[config.mk]
export PLATFORM = sky130hd
export DESIGN_NAME = adcct_ctrl
export DESIGN_NICKNAME = d
export VERILOG_FILES = /design/src/design/adcct_pkg.sv /design/src/design/adcct_ctrl.sv
export VERILOG_INCLUDE_DIRS = /design/src /design/src/design
export SDC_FILE = /design/constraint.sdc
export NUM_CORES = 1
export LEC_CHECK = 0
export CAP_MARGIN = 5
export CORE_MARGIN = 2
export CORE_UTILIZATION = 35
export DETAILED_ROUTE_END_ITERATION = 8
export DONT_BUFFER_PORTS = 1
export GPL_TIMING_DRIVEN = 0
export PLACE_DENSITY = 0.57
export SLEW_MARGIN = 10
export SYNTH_ARGS = -nofsm -noshare
export SYNTH_HDL_FRONTEND = slang
export SYNTH_SLANG_ARGS = --single-unit
[constraint.sdc]
create_clock -name mclk -period 2.69 [get_ports mclk]
set_input_delay 0.269 -clock mclk [delete_from_list [all_inputs] [get_ports mclk]]
set_output_delay 0.269 -clock mclk [all_outputs]
set_load 0.005 [all_outputs]
[src/design/adcct_map.svh]
/*
 * Register offsets, field positions, reset values and timing counts
 * for the converter trigger control block.
 * Assumes a 10 MHz device clock and a 32-bit APB register bus.
 */
`ifndef ADCCT_MAP_SVH
`define ADCCT_MAP_SVH

`define ADCCT_CTRL_OFS      8'h00
`define ADCCT_STATUS_OFS    8'h04
`define ADCCT_MASK_OFS      8'h08
`define ADCCT_RESULT_OFS    8'h0c

`define ADCCT_CTRL_ON_BIT   0
`define ADCCT_CTRL_CHAN_LSB 1
`define ADCCT_CTRL_CHAN_MSB 3
`define ADCCT_CTRL_CLK_LSB  4
`define ADCCT_CTRL_CLK_MSB  5
`define ADCCT_CTRL_GO_BIT   6

`define ADCCT_ST_DONE_BIT   0
`define ADCCT_ST_TRIG_BIT   1
`define ADCCT_ST_IGN_BIT    2
`define ADCCT_ST_W          3

`define ADCCT_CHAN_RST      3'h0
`define ADCCT_CLK_RST       2'h0
`define ADCCT_MASK_RST      3'h0

`define ADCCT_SPECIAL_EVT   4'hb

`define ADCCT_CLK_NS        100
`define ADCCT_RC_TAD_NS     6000
`define ADCCT_RC_TAD_CYC    ((`ADCCT_RC_TAD_NS + `ADCCT_CLK_NS - 1) / `ADCCT_CLK_NS)
`define ADCCT_INSTR_NS      400
`define ADCCT_INSTR_CYC     ((`ADCCT_INSTR_NS + `ADCCT_CLK_NS - 1) / `ADCCT_CLK_NS)
`define ADCCT_TAD_2TOSC     2
`define ADCCT_TAD_8TOSC     8
`define ADCCT_TAD_32TOSC    32
`define ADCCT_WAIT_TADS     2

`endif

[src/design/adcct_pkg.sv]
/*
 * Types for the converter trigger control block.
 * Assumes nothing beyond a SystemVerilog compiler.
 */
package adcct_pkg;

    typedef enum logic [4:0] {
        S_IDLE  = 5'b00001,
        S_DELAY = 5'b00010,
        S_HOLD  = 5'b00100,
        S_CONV  = 5'b01000,
        S_WAIT  = 5'b10000
    } adcct_state_t;

    typedef enum logic [1:0] {
        CLK_2TOSC  = 2'h0,
        CLK_8TOSC  = 2'h1,
        CLK_32TOSC = 2'h2,
        CLK_RC     = 2'h3
    } adcct_clksrc_t;

endpackage

[src/design/adcct_ctrl.sv]
/*
 * Control logic of an 8-bit successive-approximation converter:
 * APB registers, conversion sequencer, compare-unit trigger handling,
 * timer clear strobe and done interrupt.
 * Assumes a comparator output that is synchronous to mclk and a
 * special event trigger that comes as a pulse on mclk.
 */
// Notes on behaviour
// - Any reset turns the converter off and aborts a running conversion.
// - Reset leaves the result register alone; its power-up value is unknown.
// - An enabled trigger sets go/done and starts converting the selected channel.
// - Every trigger in special event mode clears the period timer counter to zero.
// - Unpowered converter ignores triggers; the timer is still cleared.
// - Hold capacitor disconnects one bit period after go, one instruction cycle later with the RC clock; channel may change then.
// - On completion go/done clears and the done flag sets.
// - Result loads in the same cycle that go/done clears.
`timescale 1ns/1ps
`include "adcct_map.svh"
`default_nettype none

module adcct_ctrl #(
    parameter int RESULT_W = 8,
    parameter int CNT_W    = 8
) (
    input  wire logic                mclk,
    input  wire logic                arst_n,
    input  wire logic [7:0]          paddr,
    input  wire logic                psel,
    input  wire logic                penable,
    input  wire logic                pwrite,
    input  wire logic [31:0]         pwdata,
    output logic      [31:0]         prdata,
    output logic                     pready,
    output logic                     pslverr,
    input  wire logic                trigIn,
    input  wire logic [3:0]          compareModeSelect,
    input  wire logic                sleepIn,
    input  wire logic                cmpIn,
    output logic                     timerClear,
    output logic                     holdConnect,
    output logic      [2:0]          muxChan,
    output logic      [RESULT_W-1:0] dacCode,
    output logic                     analogEnable,
    output logic                     irq
);

    // Bit index counts down from the MSB to zero
    localparam int IDX_W = $clog2(RESULT_W);

    generate
        if (RESULT_W < 2 || RESULT_W > 16) begin : g_bad_width
            $error("RESULT_W must lie between 2 and 16");
        end
        if ((1 << CNT_W) <= `ADCCT_RC_TAD_CYC ||
            (1 << CNT_W) <= `ADCCT_INSTR_CYC  ||
            (1 << CNT_W) <= `ADCCT_TAD_32TOSC) begin : g_bad_cnt
            $error("CNT_W too narrow for the bit period");
        end
        if ((1 << IDX_W) < `ADCCT_WAIT_TADS) begin : g_bad_wait
            $error("Bit index too narrow for the closing wait");
        end
    endgenerate

    adcct_pkg::adcct_state_t  state_q;
    adcct_pkg::adcct_state_t  state_d;
    adcct_pkg::adcct_clksrc_t clkSrc_q;

    logic                  powerOn_q;
    logic [2:0]            chan_q;
    logic                  go_q;
    logic [`ADCCT_ST_W-1:0] status_q;
    logic [`ADCCT_ST_W-1:0] mask_q;
    logic [RESULT_W-1:0]   result_q;
    logic [RESULT_W-1:0]   code_q;
    logic [RESULT_W-1:0]   codeStep;
    logic [CNT_W-1:0]      cnt_q;
    logic [CNT_W-1:0]      cnt_d;
    logic [IDX_W-1:0]      bitIdx_q;
    logic [IDX_W-1:0]      bitIdx_d;
    logic                  trigPrev_q;
    logic                  timerClear_q;
    logic [31:0]           prdata_q;

    // Zero wait states; every access ends in its first access cycle
    // Bus decode
    wire access   = psel & penable;
    wire setupRd  = psel & ~penable & ~pwrite;
    wire selCtrl  = (paddr == `ADCCT_CTRL_OFS);
    wire selSt    = (paddr == `ADCCT_STATUS_OFS);
    wire selMask  = (paddr == `ADCCT_MASK_OFS);
    wire selRes   = (paddr == `ADCCT_RESULT_OFS);
    wire hit      = selCtrl | selSt | selMask | selRes;
    wire wrEn     = access & pwrite;
    wire wrCtrl   = wrEn & selCtrl;
    wire wrSt     = wrEn & selSt;
    wire wrMask   = wrEn & selMask;
    wire wrRes    = wrEn & selRes;

    assign pready  = 1'b1;
    assign pslverr = access & ~hit;
    assign prdata  = prdata_q;

    // State decode
    wire inIdle  = (state_q == adcct_pkg::S_IDLE);
    wire inDelay = (state_q == adcct_pkg::S_DELAY);
    wire inHold  = (state_q == adcct_pkg::S_HOLD);
    wire inConv  = (state_q == adcct_pkg::S_CONV);
    wire inWait  = (state_q == adcct_pkg::S_WAIT);
    wire busy    = inDelay | inHold | inConv;

    // Trigger path; edge detect so a stretched pulse starts once
    wire trigPulse   = trigIn & ~trigPrev_q;
    wire trigValid   = trigPulse &
                       (compareModeSelect == `ADCCT_SPECIAL_EVT);
    wire trigStart   = trigValid & powerOn_q;
    wire trigIgnored = trigValid & ~powerOn_q;

    // Software go and abort
    // Power and go in one write do not start: the input must settle first
    wire wrGo      = pwdata[`ADCCT_CTRL_GO_BIT];
    wire wrOn      = pwdata[`ADCCT_CTRL_ON_BIT];
    wire swStart   = wrCtrl & wrGo & powerOn_q;
    wire startReq  = (swStart | trigStart) & inIdle;
    wire swAbort   = wrCtrl & (~wrGo | ~wrOn);
    // A sleep aborts unless the RC clock keeps the sequencer running
    wire sleepKill = sleepIn & (clkSrc_q != adcct_pkg::CLK_RC);
    wire abortReq  = busy & (swAbort | sleepKill | ~powerOn_q);

    // Bit period from the selected clock source
    wire [CNT_W-1:0] tadLen =
        (clkSrc_q == adcct_pkg::CLK_2TOSC)  ? CNT_W'(`ADCCT_TAD_2TOSC)  :
        (clkSrc_q == adcct_pkg::CLK_8TOSC)  ? CNT_W'(`ADCCT_TAD_8TOSC)  :
        (clkSrc_q == adcct_pkg::CLK_32TOSC) ? CNT_W'(`ADCCT_TAD_32TOSC) :
                                              CNT_W'(`ADCCT_RC_TAD_CYC);
    wire [CNT_W-1:0] instrLen = CNT_W'(`ADCCT_INSTR_CYC);
    wire             tadEnd   = (cnt_q == '0);
    wire             lastBit  = (bitIdx_q == '0);
    wire             convDone = inConv & tadEnd & lastBit & ~abortReq;

    // One SAR step per bit: keep or drop the trial bit, try the next
    genvar gi;
    generate
        for (gi = 0; gi < RESULT_W; gi++) begin : g_sar
            if (gi + 1 < RESULT_W) begin : g_low
                assign codeStep[gi] =
                    (bitIdx_q == IDX_W'(gi))     ? cmpIn :
                    (bitIdx_q == IDX_W'(gi + 1)) ? 1'b1  :
                                                   code_q[gi];
            end else begin : g_top
                // No higher bit hands a trial to the top bit; an index
                // one past it would wrap onto the last step's index
                assign codeStep[gi] =
                    (bitIdx_q == IDX_W'(gi)) ? cmpIn : code_q[gi];
            end
        end
    endgenerate

    // Sequencer
    always_comb begin
        state_d  = state_q;
        bitIdx_d = bitIdx_q;
        unique case (state_q)
            adcct_pkg::S_IDLE: begin
                if (startReq) begin
                    // RC clock: one instruction cycle lets sleep begin
                    if (clkSrc_q == adcct_pkg::CLK_RC) begin
                        state_d = adcct_pkg::S_DELAY;
                    end else begin
                        state_d = adcct_pkg::S_HOLD;
                    end
                end
            end
            adcct_pkg::S_DELAY: begin
                if (abortReq) begin
                    state_d  = adcct_pkg::S_WAIT;
                    bitIdx_d = IDX_W'(`ADCCT_WAIT_TADS - 1);
                end else if (tadEnd) begin
                    state_d = adcct_pkg::S_HOLD;
                end
            end
            adcct_pkg::S_HOLD: begin
                if (abortReq) begin
                    state_d  = adcct_pkg::S_WAIT;
                    bitIdx_d = IDX_W'(`ADCCT_WAIT_TADS - 1);
                end else if (tadEnd) begin
                    state_d  = adcct_pkg::S_CONV;
                    bitIdx_d = IDX_W'(RESULT_W - 1);
                end
            end
            adcct_pkg::S_CONV: begin
                if (abortReq) begin
                    state_d  = adcct_pkg::S_WAIT;
                    bitIdx_d = IDX_W'(`ADCCT_WAIT_TADS - 1);
                end else if (tadEnd) begin
                    if (lastBit) begin
                        state_d  = adcct_pkg::S_WAIT;
                        bitIdx_d = IDX_W'(`ADCCT_WAIT_TADS - 1);
                    end else begin
                        bitIdx_d = bitIdx_q - 1'b1;
                    end
                end
            end
            adcct_pkg::S_WAIT: begin
                // Starts are refused until the closing wait is over
                if (tadEnd) begin
                    if (lastBit) begin
                        state_d = adcct_pkg::S_IDLE;
                    end else begin
                        bitIdx_d = bitIdx_q - 1'b1;
                    end
                end
            end
        endcase
    end

    // Reload on every period end and on every state change
    wire reload = tadEnd | (state_d != state_q);
    always_comb begin
        if (!reload) begin
            cnt_d = cnt_q - 1'b1;
        end else if (state_d == adcct_pkg::S_DELAY) begin
            cnt_d = instrLen - 1'b1;
        end else begin
            cnt_d = tadLen - 1'b1;
        end
    end

    always_ff @(posedge mclk or negedge arst_n) begin
        if (!arst_n) begin
            state_q  <= adcct_pkg::S_IDLE;
            cnt_q    <= '0;
            bitIdx_q <= '0;
        end else begin
            state_q  <= state_d;
            cnt_q    <= cnt_d;
            bitIdx_q <= bitIdx_d;
        end
    end

    // Trial code driven to the DAC
    always_ff @(posedge mclk or negedge arst_n) begin
        if (!arst_n) begin
            code_q <= '0;
        end else if (state_d == adcct_pkg::S_CONV && !inConv) begin
            code_q <= RESULT_W'(1) << (RESULT_W - 1);
        end else if (inConv && tadEnd) begin
            code_q <= codeStep;
        end
    end

    // Control register; go is set by hardware and cleared at the end
    always_ff @(posedge mclk or negedge arst_n) begin
        if (!arst_n) begin
            powerOn_q <= 1'b0;
            chan_q    <= `ADCCT_CHAN_RST;
            clkSrc_q  <= adcct_pkg::CLK_2TOSC;
            go_q      <= 1'b0;
        end else begin
            if (wrCtrl) begin
                powerOn_q <= wrOn;
                chan_q    <= pwdata[`ADCCT_CTRL_CHAN_MSB:`ADCCT_CTRL_CHAN_LSB];
                clkSrc_q  <= adcct_pkg::adcct_clksrc_t'(
                    pwdata[`ADCCT_CTRL_CLK_MSB:`ADCCT_CTRL_CLK_LSB]);
            end
            if (startReq) begin
                go_q <= 1'b1;
            end else if (convDone || abortReq) begin
                go_q <= 1'b0;
            end
        end
    end

    // An abort never reaches convDone, so the last good result stays
    // Result: no reset so a reset keeps the last conversion
    always_ff @(posedge mclk) begin
        if (convDone) begin
            result_q <= codeStep;
        end else if (wrRes) begin
            result_q <= pwdata[RESULT_W-1:0];
        end
    end

    // Sticky status, write one to clear; a new event wins over a clear
    wire [`ADCCT_ST_W-1:0] stEvents = {trigIgnored, trigStart, convDone};
    wire [`ADCCT_ST_W-1:0] stClear  =
        wrSt ? pwdata[`ADCCT_ST_W-1:0] : '0;

    always_ff @(posedge mclk or negedge arst_n) begin
        if (!arst_n) begin
            status_q <= '0;
            mask_q   <= `ADCCT_MASK_RST;
        end else begin
            status_q <= (status_q & ~stClear) | stEvents;
            if (wrMask) begin
                mask_q <= pwdata[`ADCCT_ST_W-1:0];
            end
        end
    end

    assign irq = |(status_q & mask_q);

    // Timer clear goes out for every valid trigger, powered or not
    always_ff @(posedge mclk or negedge arst_n) begin
        if (!arst_n) begin
            trigPrev_q   <= 1'b0;
            timerClear_q <= 1'b0;
        end else begin
            trigPrev_q   <= trigIn;
            timerClear_q <= trigValid;
        end
    end

    assign timerClear = timerClear_q;

    // Unmapped reads return zero; pslverr tells the master why
    // Read data latched in the setup phase so it leaves a flip-flop
    wire [31:0] rdCtrl = {25'h0, go_q, clkSrc_q, chan_q, powerOn_q};
    wire [31:0] rdMux  =
        selCtrl ? rdCtrl :
        selSt   ? {{(32 - `ADCCT_ST_W){1'b0}}, status_q} :
        selMask ? {{(32 - `ADCCT_ST_W){1'b0}}, mask_q} :
        selRes  ? {{(32 - RESULT_W){1'b0}}, result_q} :
                  32'h0;

    always_ff @(posedge mclk or negedge arst_n) begin
        if (!arst_n) begin
            prdata_q <= '0;
        end else if (setupRd) begin
            prdata_q <= rdMux;
        end
    end

    // Analog side; the capacitor follows the input until the
    // first bit period ends, after which the channel may change
    assign holdConnect  = powerOn_q & (inIdle | inDelay | inHold);
    assign muxChan      = chan_q;
    assign dacCode      = code_q;
    // Powered down in sleep while idle or in the closing wait, though the enable bit stays set
    assign analogEnable = powerOn_q & ~(sleepIn & (inIdle | inWait));

endmodule // adcct_ctrl

`default_nettype wire

==> impl_metrics.toml, run 1 <==
[power_and_ir_drop]
power_leakage_nw = 1.70
p_switching_mw = 0.697
pwr-share-clk = 0.272
total_power_mw = 2.19
powerDensity_mw_per_mm2 = 572
combinationalPowerShare = 0.268
intPower_mw = 1.49
irDropWorstVdd_v = 0.000267
pwr-share-seq = 0.460
p_sw_frac = 0.319

[routing]
ant_nets = 0
route.detailed.drc = 0
via_count = 2640
viasPerCell = 5.05
post_drt_wl_per_cell_um = 15.2
drt_pass1_iterations = 4
wl_mm = 7.97
drt-initial-drc-count = 126

[grt]
grt-ovfl-total = 0
grt_max_degree = 48
antenna_found_initial = 0
grt_pass1_vias = 2522
grt_pass1_wl_mm = 12.7
grt_use_total = 0.153

[hold_path]
hold_depth = 2
whs_endpoint = "clkSrc_q[0]"
hp-start = "pwdata[4]"
hold_path_class = "input pin to flip-flop"

[yosys]
yosys.cell_types.count = 63
synth_top_family_by_area = "simple AND/OR/NAND/NOR gates"
synth_adder_area_share = 0.0368
synth_compound_area_frac = 0.152
ys_ff_latch = 55
synth-simple-area-share = 0.204
synth_top_area_share = 0.339
yosys.area.top_type = "dfrtp_1"
ys_seq_area_frac = 0.417
synth_edf_count = 8
synth_xor_area_frac = 0.0232
synth_area_per_cell_um2 = 9.44
yosysWarnings = 0
synth_area_leaders = "dfrtp_1, edfxtp_1, buf_4"
synthFlopType = "dfrtp_1"
synthCells = 360
syn_area_mm2 = 0.00340
async_flop_share = 0.855
muxShareOfSynthArea = 0.0703

[setup_path]
crit_chain = "or4_1 > or3_4 > nor2_8 > nand3_4 > buf_6 > mux2_4"
rr_startpoint = "cnt_q[3]"
worst-r2r-cell-count = 6
crit_buf_inv = 1
cp_slowest_stage_delay_ns = 0.59
crit_path_start = "cnt_q[3]"
cp_num_cells = 6
start_kind = "flip-flop"
path_delay_family = "simple AND/OR/NAND/NOR gates"
cpMaxStageDelayCell = "or4_1"
endpoint_kind = "flip-flop"
cp.arrival_ns = 2.55
r2r_end = "result_q[6]"
r2r_setup_slack_ns = 0.22
worst-path-max-fanout = 10
worstSetupPathType = "flip-flop to flip-flop"
required_ns = 2.77

[job]
maxCapViolations = 0

[floorplan]
die_y_um = 103
ios = 101
initial_core_util = 0.364
dieArea_mm2 = 0.0105
fp.dieW_um = 103
core-area_mm2 = 0.00933
rows = 35

[place]
port_buffers = 0
dp_cells = 512
gp_congestion = 0.843
hpwl_mm = 6.02

[timing]
tightest_slew_ns = 0.807
fmax_ghz = 0.405
final_hold_viol_count = 0
fin_skew_ns = 0.0148
min_period_ns = 2.47
relSlewSlack = 0.461
post-route-period-util = 0.919
setup_viol = 0
tns_ns = 0
rsz0062_at_grt = "false"
final-max-slew-violation-count = 0

[cells_and_area]
syn2layout_area_growth_pct = 12.4
fin_nets = 455
instances_no_fill = 523
diodes = 0
drive_gt1_frac = 0.168

[clock_tree]
cts_buffers = 5
htreeDepth = 2
clk_latency_ns = 0.31
clockRootBuffer = "clkbuf_8"
clkSinkCount = 55
cts_tree = "done"
clk_pin_slew_worst_paths_ns = 0.11
cts_buffer_depth = 2

[run_status]
outcome = "complete, no violations"
## cell families after synthesis
group,after synthesis
mux,18
compound gates,84
buf+inv,56
fa+ha+maj,10
other cells,2
xor+xnor,9
simple gates,126
flops,55
## Yosys cell counts, types with 6 or more instances
library cell and count:
a21oi_1 29, clkbuf_1 12, mux2_2 9, dfrtp_1 46, buf_4 25, xnor2_1 6
nor2_1 26, inv_1 16, ha_1 10, nand2_1 33, nand3_1 14, nor3_1 6
edfxtp_1 8, o21ai_0 19, a211oi_1 6
## timing repair
action                     CTS  global route
hold buffers                 3             0
setup buffers                0             0
gates resized for setup      0             2
setup endpoints to repair    0             9
hold endpoints to repair    48             0
## cells in the final DEF (no fill, tap or decap), drive strengths merged, types with 2 or more instances in the layout
cell type / n
a211oi: 7
a21o: 3
a21oi: 31
a22o: 4
a22oi: 4
and2: 4
and3: 5
and4b: 3
buf: 29
clkbuf: 18
conb: 25
dfrtp: 46
dlygate4sd3: 2
edfxtp: 8
ha: 10
inv: 17
mux2: 11
mux2i: 4
mux4: 3
nand2: 33
nand2b: 4
nand3: 15
nand4: 5
nor2: 27
nor2b: 5
nor3: 7
nor3b: 4
nor4: 3
o21ai: 23
o22ai: 3
or2: 3
or3: 3
or4: 3
xnor2: 6
xor2: 3
## area by class of cell
type                    instances  area [um^2]
clock buffers                   6         82.6
flip-flops and latches         55         1420
well taps                     129          161
repair buffers                  3         47.5
inverters                      16         60.1
clock inverters                 2         38.8
multi-input cells             272         1750
fillers                       939         5510
plain buffers                  40          259
## how the worst max path moves through the flow
stage                     slack (ns)           to
after floorplan                 0.39  result_q[6]
after global placement          0.13  result_q[7]
after detailed placement        0.12  result_q[7]
after CTS                       0.09  result_q[0]
after global routing            0.06  bitIdx_q[1]
final                           0.22  result_q[6]
## power groups by stage
stage	sequential [mW]	clock, mW	combinational (mW)
after floorplan	0.996	0	0.464
after global placement	1.02	0	0.556
after detailed placement	1.02	0	0.561
after CTS	1.00	0.612	0.587
after global routing	1.02	0.651	0.662
final	1.00	0.594	0.587
## registers in the layout, indices dropped and copies added, names as in the netlist
name	cells
dacCode	8
bitIdx_q	3
timerClear	1
prdata	8
clkSrc_q	2
result_q	8
trigPrev_q	1
powerOn_q	1
go_q	1
muxChan	3
status_q	3
mask_q	3
cnt_q	8
state_q	5
## worst register-to-register path: cells and delay by family (launching register included)
kind          cells  cell delay, ns
buf+inv           1            0.19
flops             1            0.45
simple gates      4            1.32
mux               1            0.29
## routing by layer
layer / vias up / GRT usage / wire length [um]
met1: 1256 / 0.217 / 3790
li1: 1303 / - / -
met4: 0 / 0.0226 / 48
met2: 77 / 0.238 / 3570
met3: 4 / 0.0434 / 558
met5: - / 0 / 0
## through the flow
| stage | setup slack [ns] | utilization | hold slack [ns] | cell area [um^2] |
|---|---|---|---|---|
| final | 0.218 | 0.410 | 0.0686 | 3820 |
| after global routing | 0.0554 | 0.410 | 0.0692 | 3820 |
| after CTS | 0.0891 | 0.409 | 0.0660 | 3810 |
| after detailed placement | 0.120 | 0.391 | -0.0253 | 3650 |
| after global placement | 0.127 | 0.391 | -0.0251 | 3650 |
| after floorplan | 0.385 | - | -0.0266 | 3480 |
Power figures use the tool's default switching activity.
==> run 2: changes to the inputs <==
Settings changed: GPL_TIMING_DRIVEN 0 to not set.
==> run 2 against run 1 <==
Final cell count shrank 6.3%; critical path type unchanged; clock power shrank 23%; design area shrank 6.3%; largest power group unchanged; clock skew shrank 0.0056 ns; worst setup slack lost 0.029 ns; sequential cell count is the same.
==> impl_metrics.toml, run 2 (same netlist as run 1, synthesis figures left out) <==
[floorplan]
die_y_um = 103
dieArea_mm2 = 0.0105
core-area_mm2 = 0.00933
fp.dieW_um = 103
rows = 35
ios = 101
initial_core_util = 0.364

[timing]
min_period_ns = 2.50
rsz0062_at_grt = "false"
tns_ns = 0
fmax_ghz = 0.400
final_hold_viol_count = 0
post-route-period-util = 0.930
fin_skew_ns = 0.00920
setup_viol = 0
final-max-slew-violation-count = 0
timing.hold.ws_ns = 0.0756
relSlewSlack = 0.465
tightest_slew_ns = 0.799

[routing]
drt_pass1_iterations = 4
drt-initial-drc-count = 123
ant_nets = 0
route.detailed.drc = 0
wl_mm = 7.75
via_count = 2537
viasPerCell = 5.18
post_drt_wl_per_cell_um = 15.8

[cells_and_area]
multi_input_area_mm2 = 0.00175
syn2layout_area_growth_pct = 5.30
regArea_mm2 = 0.00142
final_common_cell = "dfrtp_1"
drive_gt1_frac = 0.122
mostFrequentLayoutCells = "dfrtp_1, nand2_1, a21oi_1, nor2_1, conb_1"
fill_cells = 963
diodes = 0
final_util = 0.384
fin_nets = 422

[clock_tree]
clockRootBuffer = "clkbuf_8"
cts_resized = 0
cts_buffer_depth = 2
clkSinkCount = 55
cts_buffers = 5
clk_pin_slew_worst_paths_ns = 0.10
cts_tree = "done"
htreeDepth = 2
clk_latency_ns = 0.31

[setup_path]
crit_buf_inv = 0
cp_slowest_stage_delay_ns = 0.58
worstSetupPathType = "flip-flop to flip-flop"
cpMaxStageDelayCell = "or4_1"
worst-path-max-fanout = 13
cp_num_cells = 5
start_kind = "flip-flop"
worst-r2r-cell-count = 5
cp.arrival_ns = 2.48
crit_chain = "or4_1 > or3_4 > nor2_8 > nand3_4 > nand2_1"
endpoint_kind = "flip-flop"
required_ns = 2.67
path_delay_family = "simple AND/OR/NAND/NOR gates"

[grt]
grt_use_total = 0.155
grt_max_degree = 48
grt_pass1_vias = 2472
grt-ovfl-total = 0
antenna_found_initial = 0
grt_pass1_wl_mm = 12.7

[place]
port_buffers = 0
gp_congestion = 0.857
hpwl_mm = 5.82

[power_and_ir_drop]
power_leakage_nw = 1.56
irDropWorstVdd_v = 0.000373
powerDensity_mw_per_mm2 = 566

[hold_path]
hold_depth = 2
hold_path_class = "input pin to flip-flop"

[run_status]
outcome = "complete, no violations"

[job]
maxCapViolations = 0
==> run 2: cell type report <==
class                      count  share of cell area
multi-input combinational    272               0.490
inverter                      16              0.0168
clock inverter                 2             0.00385
sequential                    55               0.396
timing repair buffer          10              0.0280
tap                          129              0.0451
clock buffer                   6              0.0203
==> run 2: worst paths after layout <==
| kind | startpoint | end | slack [ns] |
|---|---|---|---|
| min in group asynchronous | arst_n | muxChan[0] | 0.46 |
| max in group asynchronous | arst_n | state_q[0] | 1.95 |
| setup reg to reg | cnt_q[3] | result_q[1] | 0.19 |
| hold / removal | pwdata[5] | clkSrc_q[1] | 0.08 |
| hold reg to reg | cnt_q[0] | cnt_q[0] | 0.47 |
| setup / recovery | cnt_q[3] | result_q[1] | 0.19 |
==> run 2: stage by stage <==
stage / total power, mW / worst slack (ns) / std cells / instance area [um^2]
floorplan: 1.46 / 0.385 / 383 / 3480
CTS: 2.05 / 0.167 / 490 / 3580
global placement: 1.55 / 0.236 / 479 / 3440
detailed placement: 1.56 / 0.193 / 479 / 3440
global route: 2.18 / 0.0404 / 490 / 3580
finish: 2.02 / 0.189 / 490 / 3580
==> run 2: timing repair <==
action,CTS,global route
endpoints found under the hold margin,48,0
setup buffers,0,0
hold buffers,3,0
==> run 2: power breakdown <==
group | internal, mW | switching, mW | total [mW]
registers | 0.919 | 0.0992 | 1.02
logic | 0.243 | 0.307 | 0.550
clock network | 0.185 | 0.272 | 0.457
total | 1.35 | 0.678 | 2.02
==> run 2: per-layer routing <==
layer / wire, um / track usage
met1: 3710 / 0.223
met2: 3450 / 0.233
met3: 543 / 0.0461
met4: 48 / 0.0318
met5: 0 / 0
==> run 3: changes to the inputs <==
Settings changed: CORE_UTILIZATION 35 to 64, PLACE_DENSITY 0.57 to 0.88.
==> run 3 against run 2 <==
Critical path depth stayed put; final cell count is 12% lower; via count is 3.5% higher; sequential share of layout area is 0.73 points higher; worst setup slack better by 0.0049 ns.
==> impl_metrics.toml, run 3 (same netlist as run 1, synthesis figures left out) <==
[floorplan]
die_y_um = 76.9
ios = 101
core-area_mm2 = 0.00511
dieArea_mm2 = 0.00591
initial_core_util = 0.665
fp.dieW_um = 76.9
rows = 26

[routing]
via_count = 2627
wl_met1_mm = 3.09
met2_length_mm = 3.66
post_drt_wl_per_cell_um = 17.3
routed.top_layer = "met5"
route.detailed.drc = 0
ant_nets = 0
wl_mm = 7.44
viasPerCell = 6.12
drt_pass1_iterations = 5
drt-initial-drc-count = 152
met3_length_um = 532

[clock_tree]
cts_buffer_depth = 2
cts_buffers = 5
clkSinkCount = 55
cts_resized = 0
htreeDepth = 2
clockRootBuffer = "clkbuf_8"
clk_pin_slew_worst_paths_ns = 0.10
clk_latency_ns = 0.32
cts_tree = "done"

[cells_and_area]
drive_gt1_frac = 0.117
syn2layout_area_growth_pct = 3.39
final_util = 0.688
fill_cells = 397
final_common_cell = "dfrtp_1"
diodes = 0
instances_no_fill = 429
fin_nets = 420
fin_area_mm2 = 0.00351
mostFrequentLayoutCells = "dfrtp_1, nand2_1, a21oi_1, nor2_1, conb_1"

[place]
placed_area_mm2 = 0.00335
gp_congestion = 0.910
hpwl_mm = 5.34
post-place-ws_ns = 0.220
dp_cells = 418
port_buffers = 0

[timing]
tightest_slew_ns = 0.587
min_period_ns = 2.50
setup_viol = 0
tns_ns = 0
relSlewSlack = 0.609
fmax_ghz = 0.401
rsz0062_at_grt = "false"
setup_ws_ns = 0.194
final_hold_viol_count = 0
post-route-period-util = 0.928
fin_skew_ns = 0.00728
final-max-slew-violation-count = 0
timing.hold.ws_ns = 0.0754

[setup_path]
worstSetupPathType = "flip-flop to flip-flop"
cp.arrival_ns = 2.49
cp_slowest_stage_delay_ns = 0.60
crit_chain = "or4_1 > or3_4 > nor2_8 > nand3_4 > nand2_1"
cpMaxStageDelayCell = "or4_1"
endpoint_kind = "flip-flop"
start_kind = "flip-flop"
crit_buf_inv = 0
worst-path-max-fanout = 13
required_ns = 2.68
path_delay_family = "simple AND/OR/NAND/NOR gates"

[grt]
grt_max_degree = 48
grt_pass1_vias = 2587
grt_use_total = 0.263
grt_pass1_wl_mm = 12.4
antenna_found_initial = 1
grt-ovfl-total = 0

[job]
maxCapViolations = 0

[hold_path]
hold_path_class = "input pin to flip-flop"

[power_and_ir_drop]
powerDensity_mw_per_mm2 = 609
p_switching_mw = 0.698
pwr-share-seq = 0.480
power_leakage_nw = 1.56
combinationalPowerShare = 0.255
irDropWorstVdd_v = 0.000569
pwr-share-clk = 0.265
p_sw_frac = 0.326
total_power_mw = 2.14
intPower_mw = 1.44

[run_status]
outcome = "complete, no violations"
==> run 3: cell types whose count changed in the layout (fill, tap and decap cells not counted) <==
cell / change
inv_6: +1
clkinv_2: -1
buf_4: -2
nor3b_1: +1
nor3b_2: -1
clkbuf_1: -1
bufinv_16: +1
clkinv_4: -1
clkinvlp_4: +1
==> run 3: cell type report <==
type	instances	area [um^2]	area share
Clock inverter	3	46.3	0.0132
Timing Repair Buffer	8	85.1	0.0242
Sequential cell	55	1420	0.403
Tap cell	70	87.6	0.0249
Inverter	16	60.1	0.0171
Multi-Input combinational cell	272	1750	0.498
Clock buffer	5	68.8	0.0196
==> run 3: worst paths after layout <==
check | from | endpoint | slack, ns | cells after the start
max in group asynchronous | arst_n | state_q[0] | 1.94 | 2
hold reg to reg | trigPrev_q | timerClear | 0.48 | 1
setup reg to reg | cnt_q[3] | result_q[2] | 0.19 | 5
hold / removal | pwdata[5] | clkSrc_q[1] | 0.08 | 2
min in group asynchronous | arst_n | go_q | 0.48 | 2
setup / recovery | cnt_q[3] | result_q[2] | 0.19 | 5
==> run 3: repair_timing <==
item,CTS,global route
hold buffers,3,0
buffers inserted,0,0
endpoints found under the hold margin,48,0
==> run 3: metal layers <==
metal	GRT usage	up-vias
li1	-	1221
met1	0.335	1278
met2	0.438	110
met3	0.0659	16
met4	0.0891	2
met5	0	-
==> run 3: power by group through the flow <==
| stage | clock [mW] | sequential [mW] | combinational, mW |
|---|---|---|---|
| 4_1_cts | 0.574 | 1.02 | 0.540 |
| 3_5_place_dp | 0 | 1.04 | 0.510 |
| 2_1_floorplan | 0 | 0.996 | 0.464 |
| 3_3_place_gp | 0 | 1.03 | 0.496 |
| 6_report | 0.566 | 1.03 | 0.545 |
| 5_1_grt | 0.605 | 1.04 | 0.605 |
